File: src/hw/aumc_pkg.sv
package aumc_pkg;
    // clock and link timing
    localparam int CLK_HZ          = 100_000_000;
    localparam int BAUD            = 9600;
    localparam int BIT_CYCLES      = CLK_HZ / BAUD;
    localparam int REPORT_MS       = 500;
    localparam int REPORT_CYCLES   = (CLK_HZ / 1000) * REPORT_MS;
    // compensation: unity is 8192, product is shifted back by 13
    localparam logic [15:0] COMP_UNITY = 16'h2000;
    localparam int          COMP_SHIFT = 13;
    localparam logic [16:0] PPM_MAX    = 17'h1869F;
    localparam logic [15:0] PPM_RESET  = 16'h0000;
    localparam int          NUM_DIGITS = 5;
    // reply lengths in bytes
    localparam logic [3:0]  MSG_LEN_LONG  = 4'hA;
    localparam logic [3:0]  MSG_LEN_SHORT = 4'h4;
    // ascii codes
    localparam logic [7:0]  CH_SP    = 8'h20;
    localparam logic [7:0]  CH_CR    = 8'h0D;
    localparam logic [7:0]  CH_LF    = 8'h0A;
    localparam logic [7:0]  CH_QUERY = 8'h3F;
    localparam logic [7:0]  CH_MODE  = 8'h4B;
    localparam logic [7:0]  CH_COMP  = 8'h53;
    localparam logic [7:0]  CH_CONC  = 8'h5A;
    localparam logic [7:0]  CH_ZERO  = 8'h30;
    localparam logic [7:0]  CH_NINE  = 8'h39;

    typedef enum logic [1:0] {
        MODE_CMD    = 2'b00,
        MODE_STREAM = 2'b01,
        MODE_POLL   = 2'b10
    } aumc_mode_e;

    typedef struct packed {
        logic       valid;
        logic [7:0] data;
    } aumc_byte_s;

    typedef struct packed {
        logic        valid;
        logic [15:0] ppm;
    } aumc_meas_s;
endpackage

File: src/hw/aumc_uart_rx.sv
`timescale 1ns/1ps
module aumc_uart_rx #(
    parameter int BIT_CYCLES = aumc_pkg::BIT_CYCLES
) (
    input  wire logic             mclk,
    input  wire logic             reset,
    input  wire logic             rx_line,
    output aumc_pkg::aumc_byte_s  rx_byte
);
    localparam int CW = $clog2(BIT_CYCLES + 1);

    generate
        if (BIT_CYCLES < 4) begin : g_chk
            $error("aumc_uart_rx: BIT_CYCLES too small");
        end
    endgenerate

    typedef enum logic [1:0] {
        RX_IDLE  = 2'b00,
        RX_START = 2'b01,
        RX_DATA  = 2'b10,
        RX_STOP  = 2'b11
    } aumc_rx_e;

    aumc_rx_e     state;
    logic [CW-1:0] cnt;
    logic [2:0]    nbit;
    logic [7:0]    shift;

    ////////////////////////////////////////////////////////////////////////////
    // start, 8 data lsb first, 1 stop, sampled mid-bit
    always_ff @(posedge mclk) begin
        if (reset) begin
            state         <= RX_IDLE;
            cnt           <= '0;
            nbit          <= 3'h0;
            shift         <= 8'h00;
            rx_byte.valid <= 1'b0;
            rx_byte.data  <= 8'h00;
        end else begin
            rx_byte.valid <= 1'b0;
            if (cnt != '0) begin
                cnt <= cnt - 1'b1;
            end
            case (state)
                RX_IDLE: begin
                    if (!rx_line) begin
                        state <= RX_START;
                        cnt   <= CW'(BIT_CYCLES / 2);
                    end
                end
                RX_START: begin
                    if (cnt == '0) begin
                        state <= rx_line ? RX_IDLE : RX_DATA;
                        cnt   <= CW'(BIT_CYCLES - 1);
                        nbit  <= 3'h0;
                    end
                end
                RX_DATA: begin
                    if (cnt == '0) begin
                        shift <= {rx_line, shift[7:1]};
                        cnt   <= CW'(BIT_CYCLES - 1);
                        nbit  <= nbit + 3'h1;
                        if (nbit == 3'h7) begin
                            state <= RX_STOP;
                        end
                    end
                end
                RX_STOP: begin
                    if (cnt == '0) begin
                        state         <= RX_IDLE;
                        rx_byte.valid <= rx_line;
                        rx_byte.data  <= shift;
                    end
                end
                default: state <= RX_IDLE;
            endcase
        end
    end
endmodule

File: src/hw/aumc_ctrl.sv
// Summary of operation
// - reading scaled by compensation value over 8192; 8192 means no correction
// - compensation setting applies to every later reading until changed
// - serial input and output lines idle high
// - malformed command, or unrecognised character in mode 0, answered with a question mark
// - every reply begins with a space and ends with CR LF
// - numeric fields are ascii decimal digits 0 to 9
// - after power-up the first measurement starts at once, with no received character needed
// - any character other than K, S, CR, LF received at the start of a line yields one reading in modes 1 and 2
// - report is Z, space, five digits of ppm, CR LF
// - measurements taken twice per second at 9600 baud
// - requests faster than measurements repeat the last completed result
// - at power-up measuring starts on its own in the stored mode, streaming 1 or polling 2
// - mode 0 sleeps, takes no measurements, answers commands at once
// - mode 0 refuses commands that report measurements
// - mode 0 is never restored after power returns
// - streaming reports twice per second; command replies wait at most 100ms
// - polling mode measures in background, reports only on request
// - stored streaming or polling choice is restored at power-up
// - K, space, mode digit, terminator selects mode and is echoed
`timescale 1ns/1ps
module aumc_ctrl #(
    parameter int BIT_CYCLES    = aumc_pkg::BIT_CYCLES,
    parameter int REPORT_CYCLES = aumc_pkg::REPORT_CYCLES
) (
    input  wire logic                mclk,
    input  wire logic                reset,
    input  wire logic                rx_in,
    input  wire aumc_pkg::aumc_meas_s meas_in,
    input  wire logic                nv_poll_in,
    output logic                     tx_out,
    output logic                     meas_start,
    output aumc_pkg::aumc_mode_e     mode,
    output logic                     nv_wr,
    output logic                     nv_poll
);
    localparam int BW = $clog2(BIT_CYCLES + 1);
    localparam int RW = $clog2(REPORT_CYCLES + 1);

    generate
        if (BIT_CYCLES < 4 || REPORT_CYCLES < 2) begin : g_chk
            $error("aumc_ctrl: timing parameters out of range");
        end
    endgenerate

    typedef enum logic [2:0] {
        P_IDLE = 3'b000,
        P_SP   = 3'b001,
        P_ARG  = 3'b010,
        P_LF   = 3'b011,
        P_SKIP = 3'b100
    } aumc_parse_e;

    typedef enum logic [1:0] {
        T_IDLE = 2'b00,
        T_CONV = 2'b01,
        T_LOAD = 2'b10,
        T_BITS = 2'b11
    } aumc_tx_e;

    logic                 rx_meta;
    logic                 rx_sync;
    aumc_pkg::aumc_byte_s rxb;
    aumc_parse_e          pstate;
    logic [7:0]           cmd;
    logic [16:0]          arg;
    logic [2:0]           ndig;
    logic                 bad;
    logic                 booted;
    logic                 is_digit;
    logic                 exec_k;
    logic                 exec_s;
    logic                 want_q;
    logic                 want_z;
    logic                 req_q;
    logic                 req_k;
    logic                 req_s;
    logic                 req_z;
    logic [15:0]          comp;
    logic [16:0]          latest;
    logic [31:0]          prod;
    logic [18:0]          scaled;
    logic [RW-1:0]        rpt_cnt;
    aumc_tx_e             tstate;
    logic [7:0]           letter;
    logic                 short_msg;
    logic [16:0]          conv;
    logic [2:0]           ci;
    logic [3:0]           dig [aumc_pkg::NUM_DIGITS];
    logic [3:0]           idx;
    logic [7:0]           cur_byte;
    logic [9:0]           frame;
    logic [3:0]           nbits;
    logic [BW-1:0]        bcnt;

    function automatic logic [16:0] pow10(input logic [2:0] i);
        case (i)
            3'h0:    pow10 = 17'h02710;
            3'h1:    pow10 = 17'h003E8;
            3'h2:    pow10 = 17'h00064;
            3'h3:    pow10 = 17'h0000A;
            default: pow10 = 17'h00001;
        endcase
    endfunction

    ////////////////////////////////////////////////////////////////////////////
    // pin synchroniser and receiver
    always_ff @(posedge mclk) begin
        if (reset) begin
            rx_meta <= 1'b1;
            rx_sync <= 1'b1;
        end else begin
            rx_meta <= rx_in;
            rx_sync <= rx_meta;
        end
    end

    aumc_uart_rx #(
        .BIT_CYCLES (BIT_CYCLES)
    ) u_rx (
        .mclk    (mclk),
        .reset   (reset),
        .rx_line (rx_sync),
        .rx_byte (rxb)
    );

    ////////////////////////////////////////////////////////////////////////////
    // command parser
    assign is_digit = (rxb.data >= aumc_pkg::CH_ZERO) && (rxb.data <= aumc_pkg::CH_NINE);

    always_comb begin
        exec_k = 1'b0;
        exec_s = 1'b0;
        want_q = 1'b0;
        want_z = 1'b0;
        if (rxb.valid) begin
            case (pstate)
                P_IDLE: begin
                    if (rxb.data != aumc_pkg::CH_MODE && rxb.data != aumc_pkg::CH_COMP &&
                        rxb.data != aumc_pkg::CH_CR && rxb.data != aumc_pkg::CH_LF) begin
                        want_z = (mode != aumc_pkg::MODE_CMD);
                        want_q = (mode == aumc_pkg::MODE_CMD);
                    end
                end
                P_SP: want_q = (rxb.data == aumc_pkg::CH_LF);
                P_ARG: want_q = (rxb.data == aumc_pkg::CH_LF);
                P_LF: begin
                    if (rxb.data == aumc_pkg::CH_LF) begin
                        exec_k = (cmd == aumc_pkg::CH_MODE) && (arg <= 17'h00002);
                        exec_s = (cmd == aumc_pkg::CH_COMP) && (arg <= 17'h0FFFF);
                        want_q = !exec_k && !exec_s;
                    end
                end
                P_SKIP: want_q = (rxb.data == aumc_pkg::CH_LF) && bad;
                default: want_q = 1'b0;
            endcase
        end
    end

    always_ff @(posedge mclk) begin
        if (reset) begin
            pstate <= P_IDLE;
            cmd    <= 8'h00;
            arg    <= 17'h00000;
            ndig   <= 3'h0;
            bad    <= 1'b0;
        end else if (rxb.valid) begin
            case (pstate)
                P_IDLE: begin
                    if (rxb.data == aumc_pkg::CH_MODE || rxb.data == aumc_pkg::CH_COMP) begin
                        cmd    <= rxb.data;
                        pstate <= P_SP;
                    end else if (rxb.data != aumc_pkg::CH_CR && rxb.data != aumc_pkg::CH_LF) begin
                        bad    <= 1'b0;
                        pstate <= P_SKIP;
                    end
                end
                P_SP: begin
                    arg  <= 17'h00000;
                    ndig <= 3'h0;
                    bad  <= 1'b1;
                    if (rxb.data == aumc_pkg::CH_SP) begin
                        pstate <= P_ARG;
                    end else begin
                        pstate <= (rxb.data == aumc_pkg::CH_LF) ? P_IDLE : P_SKIP;
                    end
                end
                P_ARG: begin
                    if (is_digit && ndig < 3'(aumc_pkg::NUM_DIGITS)) begin
                        arg  <= 17'(arg * 17'h0000A + {9'h000, rxb.data - aumc_pkg::CH_ZERO});
                        ndig <= ndig + 3'h1;
                    end else if (rxb.data == aumc_pkg::CH_CR && ndig != 3'h0) begin
                        pstate <= P_LF;
                    end else begin
                        pstate <= (rxb.data == aumc_pkg::CH_LF) ? P_IDLE : P_SKIP;
                    end
                end
                P_LF: pstate <= (rxb.data == aumc_pkg::CH_LF) ? P_IDLE : P_SKIP;
                P_SKIP: begin
                    if (rxb.data == aumc_pkg::CH_LF) begin
                        pstate <= P_IDLE;
                    end
                end
                default: pstate <= P_IDLE;
            endcase
        end
    end

    ////////////////////////////////////////////////////////////////////////////
    // mode, non-volatile mode store, compensation setting
    always_ff @(posedge mclk) begin
        if (reset) begin
            mode   <= aumc_pkg::MODE_STREAM;
            booted <= 1'b0;
        end else if (!booted) begin
            booted <= 1'b1;
            mode   <= nv_poll_in ? aumc_pkg::MODE_POLL : aumc_pkg::MODE_STREAM;
        end else if (exec_k) begin
            mode <= aumc_pkg::aumc_mode_e'(arg[1:0]);
        end
    end

    always_ff @(posedge mclk) begin
        if (reset) begin
            nv_wr   <= 1'b0;
            nv_poll <= 1'b0;
        end else begin
            nv_wr <= exec_k && (arg[1:0] != aumc_pkg::MODE_CMD);
            if (exec_k && (arg[1:0] != aumc_pkg::MODE_CMD)) begin
                nv_poll <= (arg[1:0] == aumc_pkg::MODE_POLL);
            end
        end
    end

    always_ff @(posedge mclk) begin
        if (reset) begin
            comp <= aumc_pkg::COMP_UNITY;
        end else if (exec_s) begin
            comp <= arg[15:0];
        end
    end

    ////////////////////////////////////////////////////////////////////////////
    // measurement pacing and compensated result
    always_ff @(posedge mclk) begin
        if (reset) begin
            rpt_cnt    <= '0;
            meas_start <= 1'b0;
        end else begin
            meas_start <= 1'b0;
            if (mode == aumc_pkg::MODE_CMD) begin
                rpt_cnt <= '0;
            end else if (rpt_cnt == '0) begin
                rpt_cnt    <= RW'(REPORT_CYCLES - 1);
                meas_start <= 1'b1;
            end else begin
                rpt_cnt <= rpt_cnt - 1'b1;
            end
        end
    end

    assign prod   = meas_in.ppm * comp;
    assign scaled = prod[aumc_pkg::COMP_SHIFT +: 19];

    always_ff @(posedge mclk) begin
        if (reset) begin
            latest <= {1'b0, aumc_pkg::PPM_RESET};
        end else if (meas_in.valid && mode != aumc_pkg::MODE_CMD) begin
            latest <= (scaled > {2'b00, aumc_pkg::PPM_MAX}) ? aumc_pkg::PPM_MAX
                                                            : scaled[16:0];
        end
    end

    ////////////////////////////////////////////////////////////////////////////
    // pending replies: a new request wins over the clear
    always_ff @(posedge mclk) begin
        if (reset) begin
            req_q <= 1'b0;
            req_k <= 1'b0;
            req_s <= 1'b0;
            req_z <= 1'b0;
        end else begin
            if (tstate == T_IDLE) begin
                if (req_q) begin
                    req_q <= 1'b0;
                end else if (req_k) begin
                    req_k <= 1'b0;
                end else if (req_s) begin
                    req_s <= 1'b0;
                end else if (req_z) begin
                    req_z <= 1'b0;
                end
            end
            if (want_q) begin
                req_q <= 1'b1;
            end
            if (exec_k) begin
                req_k <= 1'b1;
            end
            if (exec_s) begin
                req_s <= 1'b1;
            end
            if (want_z || (meas_in.valid && mode == aumc_pkg::MODE_STREAM)) begin
                req_z <= 1'b1;
            end
        end
    end

    ////////////////////////////////////////////////////////////////////////////
    // reply builder: space, letter, space, five digits, CR LF; short reply is space, letter, CR LF
    always_comb begin
        cur_byte = aumc_pkg::CH_SP;
        if (short_msg) begin
            case (idx)
                4'h1:    cur_byte = letter;
                4'h2:    cur_byte = aumc_pkg::CH_CR;
                4'h3:    cur_byte = aumc_pkg::CH_LF;
                default: cur_byte = aumc_pkg::CH_SP;
            endcase
        end else begin
            case (idx)
                4'h1:    cur_byte = letter;
                4'h3:    cur_byte = aumc_pkg::CH_ZERO | {4'h0, dig[0]};
                4'h4:    cur_byte = aumc_pkg::CH_ZERO | {4'h0, dig[1]};
                4'h5:    cur_byte = aumc_pkg::CH_ZERO | {4'h0, dig[2]};
                4'h6:    cur_byte = aumc_pkg::CH_ZERO | {4'h0, dig[3]};
                4'h7:    cur_byte = aumc_pkg::CH_ZERO | {4'h0, dig[4]};
                4'h8:    cur_byte = aumc_pkg::CH_CR;
                4'h9:    cur_byte = aumc_pkg::CH_LF;
                default: cur_byte = aumc_pkg::CH_SP;
            endcase
        end
    end

    always_ff @(posedge mclk) begin
        if (reset) begin
            tstate    <= T_IDLE;
            letter    <= aumc_pkg::CH_SP;
            short_msg <= 1'b0;
            conv      <= 17'h00000;
            ci        <= 3'h0;
            idx       <= 4'h0;
            frame     <= 10'h3FF;
            nbits     <= 4'h0;
            bcnt      <= '0;
            tx_out    <= 1'b1;
            for (int i = 0; i < aumc_pkg::NUM_DIGITS; i++) begin
                dig[i] <= 4'h0;
            end
        end else begin
            if (bcnt != '0) begin
                bcnt <= bcnt - 1'b1;
            end
            case (tstate)
                T_IDLE: begin
                    idx <= 4'h0;
                    ci  <= 3'h0;
                    for (int i = 0; i < aumc_pkg::NUM_DIGITS; i++) begin
                        dig[i] <= 4'h0;
                    end
                    if (req_q || req_k || req_s || req_z) begin
                        tstate    <= T_CONV;
                        short_msg <= req_q;
                        if (req_q) begin
                            letter <= aumc_pkg::CH_QUERY;
                        end else if (req_k) begin
                            letter <= aumc_pkg::CH_MODE;
                            conv   <= {15'h0000, mode};
                        end else if (req_s) begin
                            letter <= aumc_pkg::CH_COMP;
                            conv   <= {1'b0, comp};
                        end else begin
                            letter <= aumc_pkg::CH_CONC;
                            conv   <= latest;
                        end
                    end
                end
                T_CONV: begin
                    if (conv >= pow10(ci)) begin
                        conv    <= conv - pow10(ci);
                        dig[ci] <= dig[ci] + 4'h1;
                    end else if (ci == 3'(aumc_pkg::NUM_DIGITS - 1)) begin
                        tstate <= T_LOAD;
                    end else begin
                        ci <= ci + 3'h1;
                    end
                end
                T_LOAD: begin
                    frame  <= {1'b1, cur_byte, 1'b0};
                    nbits  <= 4'hA;
                    bcnt   <= BW'(BIT_CYCLES - 1);
                    tx_out <= 1'b0;
                    tstate <= T_BITS;
                end
                T_BITS: begin
                    if (bcnt == '0) begin
                        if (nbits == 4'h1) begin
                            tx_out <= 1'b1;
                            idx    <= idx + 4'h1;
                            if (idx == (short_msg ? aumc_pkg::MSG_LEN_SHORT
                                                  : aumc_pkg::MSG_LEN_LONG) - 4'h1) begin
                                tstate <= T_IDLE;
                            end else begin
                                tstate <= T_LOAD;
                            end
                        end else begin
                            frame  <= {1'b1, frame[9:1]};
                            tx_out <= frame[1];
                            nbits  <= nbits - 4'h1;
                            bcnt   <= BW'(BIT_CYCLES - 1);
                        end
                    end
                end
                default: tstate <= T_IDLE;
            endcase
        end
    end
endmodule

File: config.mk
export PLATFORM = sky130hd
export DESIGN_NAME = aumc_ctrl
export DESIGN_NICKNAME = d
export VERILOG_FILES = /design/src/hw/aumc_pkg.sv /design/src/hw/aumc_uart_rx.sv /design/src/hw/aumc_ctrl.sv
export SDC_FILE = /design/constraint.sdc
export NUM_CORES = 1
export LEC_CHECK = 0
export ABC_CLOCK_PERIOD_IN_PS = 8200
export BUFFER_PORTS_ARGS = -buffer_cell sky130_fd_sc_hd__buf_4
export CAP_MARGIN = 0
export CORE_MARGIN = 5
export CORE_UTILIZATION = 40
export CTS_CLUSTER_SIZE = 14
export DETAILED_ROUTE_END_ITERATION = 8
export PLACE_DENSITY_LB_ADDON = 0.05
export SLEW_MARGIN = 10
export SYNTH_ARGS = -nofsm -noshare
export SYNTH_HDL_FRONTEND = slang
export SYNTH_HIERARCHICAL = 1
export SYNTH_SLANG_ARGS = --single-unit
File: constraint.sdc
create_clock -name mclk -period 8.2 [get_ports mclk]
set_input_delay 0.82 -clock mclk [delete_from_list [all_inputs] [get_ports mclk]]
set_output_delay 0.82 -clock mclk [all_outputs]
set_load 0.005 [all_outputs]
==> reports/metrics.csv, run 1 <==
stage,metric,value,unit
placement,port-buffer-count,26,
sta,fin_tns_setup,0,ns
final_layout,fill_cells,5267,
routing,avgRoutedWirePerCell,18.0,microns
grt,grt_pass1_wl,91.7,mm
worst_setup_path,arrival,8.20,ns
sta,worst_pin_slew,1.10,ns
grt,grt.total_usage,19.5,%
sta,finalWorstSetupSlack,0.456,ns
power,power,3.48,mW
sta,finalCritPeriodShare,94.4,%
die,die_w,240,microns
power,seqPwrFrac,40.4,%
final_layout,area_delta_synth_final,7.30,%
placement,place_hpwl,42.5,mm
placement,routabilityCongestion,0.857,
sta,holdWs,0.412,ns
placement,placedInstanceArea,21900,sq um
yosys,ys_ff_latch,234,
worst_setup_path,end_kind,register,
final_layout,multi_input_area,14500,sq um
final_layout,diodes,0,
sta,relSlewSlack,24.6,%
die,die_h,240,microns
final_layout,stdcell_count,3079,
worst_setup_path,cp_max_fo,15,
cts,post_cts_resized,0,
grt,gr-total-overflow,0,
routing,viasPerCell,5.39,
sta,rsz0062_at_grt,no,
cts,htreeDepth,1,
sta,final_hold_viol_count,0,
yosys,yosysSeqAreaShare,23.7,%
routing,dr.pass1.iters,5,
cts,numCtsBuffers,25,
sta,slew_violations,0,
yosys,yosysWarnings,6,
yosys,synth_nets,2809,
die,dieArea,57500,sq um
final_layout,design_area,22700,sq um
worst_setup_path,worst-setup-path-type,reg2reg,
power,power_density,154,nW/um^2
cts,clock_latency,0.53,ns
routing,vias,16600,
routing,postRouteAntennaNets,0,
run_status,status,finished clean,
yosys,yosys-mux-area-fraction,3.26,%
sta,finalCriticalPeriod,7.74,ns
power,switchingPower,1.17,mW
placement,post-place-cells,3034,
yosys,synthAdderAreaFrac,28.8,%
yosys,synth_edf_count,32,
die,core,52400,sq um
grt,grt_pass1_vias,17000,
yosys,synth_area,21100,sq um
cts,clockRootBuffer,clkbuf_16,
power,p_clk_share,32.2,%
yosys,synth-xor-area-share,3.52,%
yosys,synth_top_family_by_area,adder cells,
worst_setup_path,startpoint_type,register,
final_layout,regArea,5000,sq um
routing,drc,0,
sta,skew,0.00939,ns
yosys,synthSimpleGateAreaFrac,18.8,%
yosys,ys.flop_type,dfxtp_1,
yosys,synth_compound_area_share,14.4,%
grt,antenna_found_initial,0,
power,sw_frac_of_total,33.6,%
cts,cts_hold_buf,0,
power,comb_power_share,27.4,%
die,ios,27,
die,start_util,40.3,%
hold_path,min-delay-path-class,reg2reg,
worst_setup_path,required,8.66,ns
final_layout,drive_gt1_share,6.23,%
power,leakage,10.1,nW
routing,wirelength,55.5,mm
placement,place_ws,0.386,ns
yosys,synthDistinctLibCells,90,
final_layout,nets,2763,
cts,clock_tree.buffer_depth,3,
sta,finalSetupViolations,0,
power,irDropWorstVdd,0.180,mV
cts,cts_tree,built,
cts,path_clk_slew,0.06,ns
grt,grt_start_max_net_pins,83,
cts,cts_setup_buffers,0,
power,power.internal,2.31,mW
final_layout,finish.utilization,43.2,%
yosys,synthCells,2419,
cts,cts_sinks,234,
die,fp-row-count,84,
sta,timing.fmax,129,MHz
yosys,async_reset_ff_share,0,%
yosys,synth.avg_cell_area,8.74,sq um
routing,drtIter0Drc,846,
job,drv_cap,0,
## layout by cell type, fill, tap and decap left out, types with 7 or more instances in the layout
cell       synthesis  final
o221a_2            8      8
o21a_1            10     10
nand4_1           16     16
xnor2_1           55     55
buf_4              0     54
xor2_1            30     30
a21o_1            29     29
or3_1             20     20
a22o_1             7      7
mux4_2             8      8
nand3_1           58     58
mux2i_1           44     44
o221ai_1          11     11
nor4_1            21     21
a211oi_1          21     21
and2_1           125    125
nand2b_1          18     18
ha_1             173    173
o211ai_1          15     15
or2_2              9      9
clkbuf_16          0     25
a211o_1            8      8
nor3b_1            7      7
a22oi_1           21     21
fa_1             196    196
nor2b_1           15     15
a31oi_1           17     17
o21bai_1           7      7
inv_1            278    278
nor2_1           171    171
and3_1            10     10
nand2_1          233    233
o21ai_0           98     97
dfxtp_1          202    202
nand3b_1           9      9
clkinv_2           0      8
nor3_1            56     56
a21oi_1          135    135
edfxtp_1          32     32
## Yosys cell counts (16+ instances only)
cell      number  area (sq um)
nor2_1       171           642
nor3_1        56           280
a21oi_1      135           676
fa_1         196          3920
nor4_1        21           131
a31oi_1       17           106
a211oi_1      21           158
xor2_1        30           263
o21ai_0       98           490
nand2_1      233           875
or3_1         20           125
mux2i_1       44           440
and2_1       125           782
xnor2_1       55           482
a22oi_1       21           158
inv_1        278          1040
nand2b_1      18           113
nand3_1       58           290
nand4_1       16           100
ha_1         173          2160
dfxtp_1      202          4040
clkbuf_1     112           420
a21o_1        29           218
edfxtp_1      32           961
## critical path, stage by stage, from the launching register on
cell,delay [ns]
dfxtp_1,0.94
nand2_1,0.18
fa_1,0.64
fa_1,0.48
fa_1,0.52
inv_1,0.05
fa_1,0.48
fa_1,0.55
inv_1,0.05
fa_1,0.53
inv_1,0.04
ha_1,0.35
and4_1,0.25
a32o_1,0.29
a21oi_2,0.23
o21ai_0,0.23
a21oi_1,0.25
o311ai_0,0.22
or4_1,0.47
o31a_1,0.42
or3_1,0.35
a21oi_1,0.13
## layout make-up
class | instances | area share, %
Clock inverter | 15 | 0.513
Multi-Input combinational cell | 1778 | 64.1
Sequential cell | 234 | 22.1
Tap cell | 688 | 3.80
Timing Repair Buffer | 54 | 1.79
Clock buffer | 30 | 3.06
Inverter | 280 | 4.63
## power by group through the flow
stage	combinational (mW)	clock [mW]	sequential (mW)
after floorplan	0.784	0	1.39
after global placement	0.941	0	1.42
after detailed placement	0.954	0	1.43
after CTS	0.960	1.17	1.40
after global routing	1.08	1.21	1.43
final	0.955	1.12	1.41
## sequential cells by signal, summed over array words and instances (netlist names), 9 cells and up, named ones only
signal and count:
dig 32, rpt_cnt 26, arg 17, conv 17, latest 17, comp 16, bcnt 14, u_rx/cnt 14
u_rx/rx_byte 9
## worst paths after layout
kind	start	end	slack, ns	cells past startpoint
setup / recovery	comp[3]	latest[5]	0.46	21
hold / removal	rx_meta	rx_sync	0.41	1
setup reg to reg	comp[3]	latest[5]	0.46	21
hold reg to reg	rx_meta	rx_sync	0.41	1
## per-layer routing
layer / GRT usage, % / vias up / part of all wire (%)
li1: - / 8106 / -
met3: 1.55 / 65 / 2.7
met4: 4.56 / 0 / 2.2
met2: 33.7 / 276 / 49
met5: 0 / - / 0
met1: 26.6 / 8157 / 46
## cells by family (layout without fill, tap and decap cells)
family	Yosys count	in the layout
muxes	58	58
and+or+nand+nor	800	800
adders and majority gates	369	369
xor gates and xnor gates	85	85
DFF	234	234
buffers and inverters	407	379
AOI/OAI and AO/OA	466	466
No activity file was read; power rests on OpenSTA's default activity.
==> run 2: changes to the inputs <==
--- a/config.mk
+++ b/config.mk
@@ -10,6 +10,7 @@
 export CAP_MARGIN = 0
 export CORE_MARGIN = 5
 export CORE_UTILIZATION = 40
+export CTS_BUF_LIST = sky130_fd_sc_hd__clkbuf_4
 export CTS_CLUSTER_SIZE = 14
 export DETAILED_ROUTE_END_ITERATION = 8
 export PLACE_DENSITY_LB_ADDON = 0.05
==> run 2 against run 1 <==
Net effect: critical path depth unchanged; register-to-register slack improved by 0.03 ns; die area is the same; critical path type unchanged; largest power group unchanged; highest routed layer unchanged.
==> reports/metrics.csv, run 2 (synthesis gave the netlist of run 1 again) <==
stage,metric,value,unit,change
worst_setup_path,end_kind,register,,
sta,skew,0.0346,ns,+0.0252 ns
die,die_w,240,microns,unchanged
sta,rsz0062_at_grt,no,,
sta,worst_pin_slew,1.10,ns,+0.00128 ns
cts,numCtsBuffers,60,,+140%
worst_setup_path,crit_top_cell,fa_1,,
grt,grt_start_max_net_pins,83,,unchanged
routing,viasPerCell,5.35,,-0.85%
power,leakage,10.1,nW,+0.46%
cts,cts_hold_buf,0,,unchanged
worst_setup_path,cp_max_fo,15,,unchanged
die,dieArea,57500,sq um,unchanged
final_layout,regArea,5000,sq um,unchanged
routing,wirelength,55.6,mm,+0.34%
worst_setup_path,worst-setup-path-type,reg2reg,,
cts,clock_tree.buffer_depth,3,,unchanged
placement,port-buffer-count,26,,unchanged
power,irDropWorstVdd,0.148,mV,-17%
die,ios,27,,unchanged
worst_setup_path,arrival,8.34,ns,+0.14 ns
worst_setup_path,crit_path_top_delay_cell,dfxtp_1,,
worst_setup_path,path_cells,nand2_1 -> fa_1 -> fa_1 -> fa_1 -> inv_1 -> fa_1 -> fa_1 -> inv_1 -> fa_1 -> inv_1 -> ha_1 -> and4_1 -> a32o_1 -> a21oi_2 -> o21ai_0 -> a21oi_1 -> o311ai_0 -> or4_1 -> o31a_1 -> or3_1 -> a21oi_1,,
sta,fin_tns_setup,0,ns,unchanged
final_layout,nets,2798,,+1.3%
worst_setup_path,startpoint_type,register,,
sta,slew_violations,0,,unchanged
worst_setup_path,max_stage_delay,0.92,ns,-0.02 ns
die,fp-row-count,84,,unchanged
cts,clock_latency,0.71,ns,+0.18 ns
sta,finalSetupViolations,0,,unchanged
final_layout,largest_registers,"dig x32, rpt_cnt x26",,
worst_setup_path,required,8.83,ns,+0.17 ns
final_layout,final_common_cell,inv_1,,
run_status,status,finished clean,,
routing,drc,0,,unchanged
final_layout,drive_gt1_share,8.03,%,+1.8 points
placement,place_hpwl,42.5,mm,unchanged
final_layout,largest_register_ffs,32,,unchanged
cts,cts_sinks,234,,unchanged
placement,post-place-cells,3034,,unchanged
grt,grt_pass1_vias,17300,,+2.1%
final_layout,design_area,22600,sq um,-0.19%
sta,finalCriticalPeriod,7.71,ns,-0.0286 ns
final_layout,stdcell_count,3141,,+2.0%
worst_setup_path,crit_family,adder cells,,
routing,drtIter0Drc,834,,-1.4%
routing,avgRoutedWirePerCell,17.7,microns,-1.6%
power,power_density,149,nW/um^2,-3.1%
routing,vias,16800,,+1.2%
grt,grt_pass1_wl,92.2,mm,+0.56%
routing,dr.pass1.iters,6,,+1
cts,cts_tree,built,,
final_layout,fill_cells,5326,,+1.1%
sta,relSlewSlack,24.5,%,-0.088 points
die,die_h,240,microns,unchanged
routing,postRouteAntennaNets,0,,unchanged
final_layout,area_delta_synth_final,7.10,%,
sta,timing.fmax,130,MHz,+0.37%
cts,htreeDepth,2,,+1
cts,clockRootBuffer,clkbuf_4,,
grt,grt.total_usage,19.6,%,+0.14 points
final_layout,final_cell_mix,"inv_1 (278), nand2_1 (233), dfxtp_1 (202), fa_1 (196), ha_1 (173)",,
placement,routabilityCongestion,0.857,,unchanged
cts,post_cts_resized,0,,unchanged
grt,gr-total-overflow,0,,unchanged
hold_path,min-delay-path-class,in2reg,,
job,drv_cap,0,,unchanged
sta,finalCritPeriodShare,94.1,%,-0.35 points
die,start_util,40.3,%,unchanged
placement,placedInstanceArea,21900,sq um,unchanged
final_layout,multi_input_area,14500,sq um,unchanged
worst_setup_path,critical_path_buf_inv_count,3,,unchanged
sta,final_hold_viol_count,0,,unchanged
final_layout,regMostFlops,dig,,
die,core,52400,sq um,unchanged
cts,cts_setup_buffers,0,,unchanged
grt,antenna_found_initial,1,,+1
cts,path_clk_slew,0.07,ns,about the same
[run 2: cell count changes in the layout (fill, tap and decap cells not counted), sizes merged]
cell	delta
diode	+1
clkinv	+3
inv	-2
clkbuf	+61
clkinvlp	-1
[run 2: area by class of cell]
class                   instances  area share [%]
well taps                     688            3.80
multi-input cells            1778            64.3
clock buffers                  91            3.02
clock inverters                15           0.365
inverters                     280            4.64
diodes                          1          0.0111
repair buffers                 54            1.79
flip-flops and latches        234            22.1
[run 2: worst reg2reg max path: cells and delay by family, from the launching register on]
| kind | cells | cell delay (ns) |
|---|---|---|
| buffers and inverters | 3 | 0.14 |
| adder cells (fa/ha/maj) | 7 | 3.55 |
| AO/OA/AOI/OAI | 7 | 1.76 |
| flip-flops | 1 | 0.92 |
| AND/OR/NAND/NOR | 4 | 1.27 |
[run 2: power by group]
group	leakage, nW	switching [mW]	internal, mW
combinational	7.66	0.565	0.389
sequential	1.99	0.117	1.29
clock	0.455	0.479	0.532
[run 2: worst paths after layout]
kind | startpoint | endpoint | slack (ns) | cells past startpoint
min reg2reg | rx_meta | rx_sync | 0.42 | 1
max reg2reg | comp[3] | latest[5] | 0.49 | 21
max | comp[3] | latest[5] | 0.49 | 21
min | rx_in | rx_meta | 0.32 | 2
[run 2: stage by stage]
stage	power, mW	util [%]	hold slack, ns	setup WS, ns
floorplan	2.18	-	0.389	0.848
global placement	2.37	41.7	0.395	0.516
detailed placement	2.38	41.7	0.400	0.386
CTS	3.43	43.2	0.231	0.527
global route	3.62	43.2	0.252	0.103
finish	3.37	43.2	0.316	0.485
[run 2: metal layers]
metal | part of all wire (%) | track usage [%]
met1 | 45 | 26.4
met2 | 49 | 33.7
met3 | 3.6 | 2.13
met4 | 2.4 | 5.33
met5 | 0 | 0
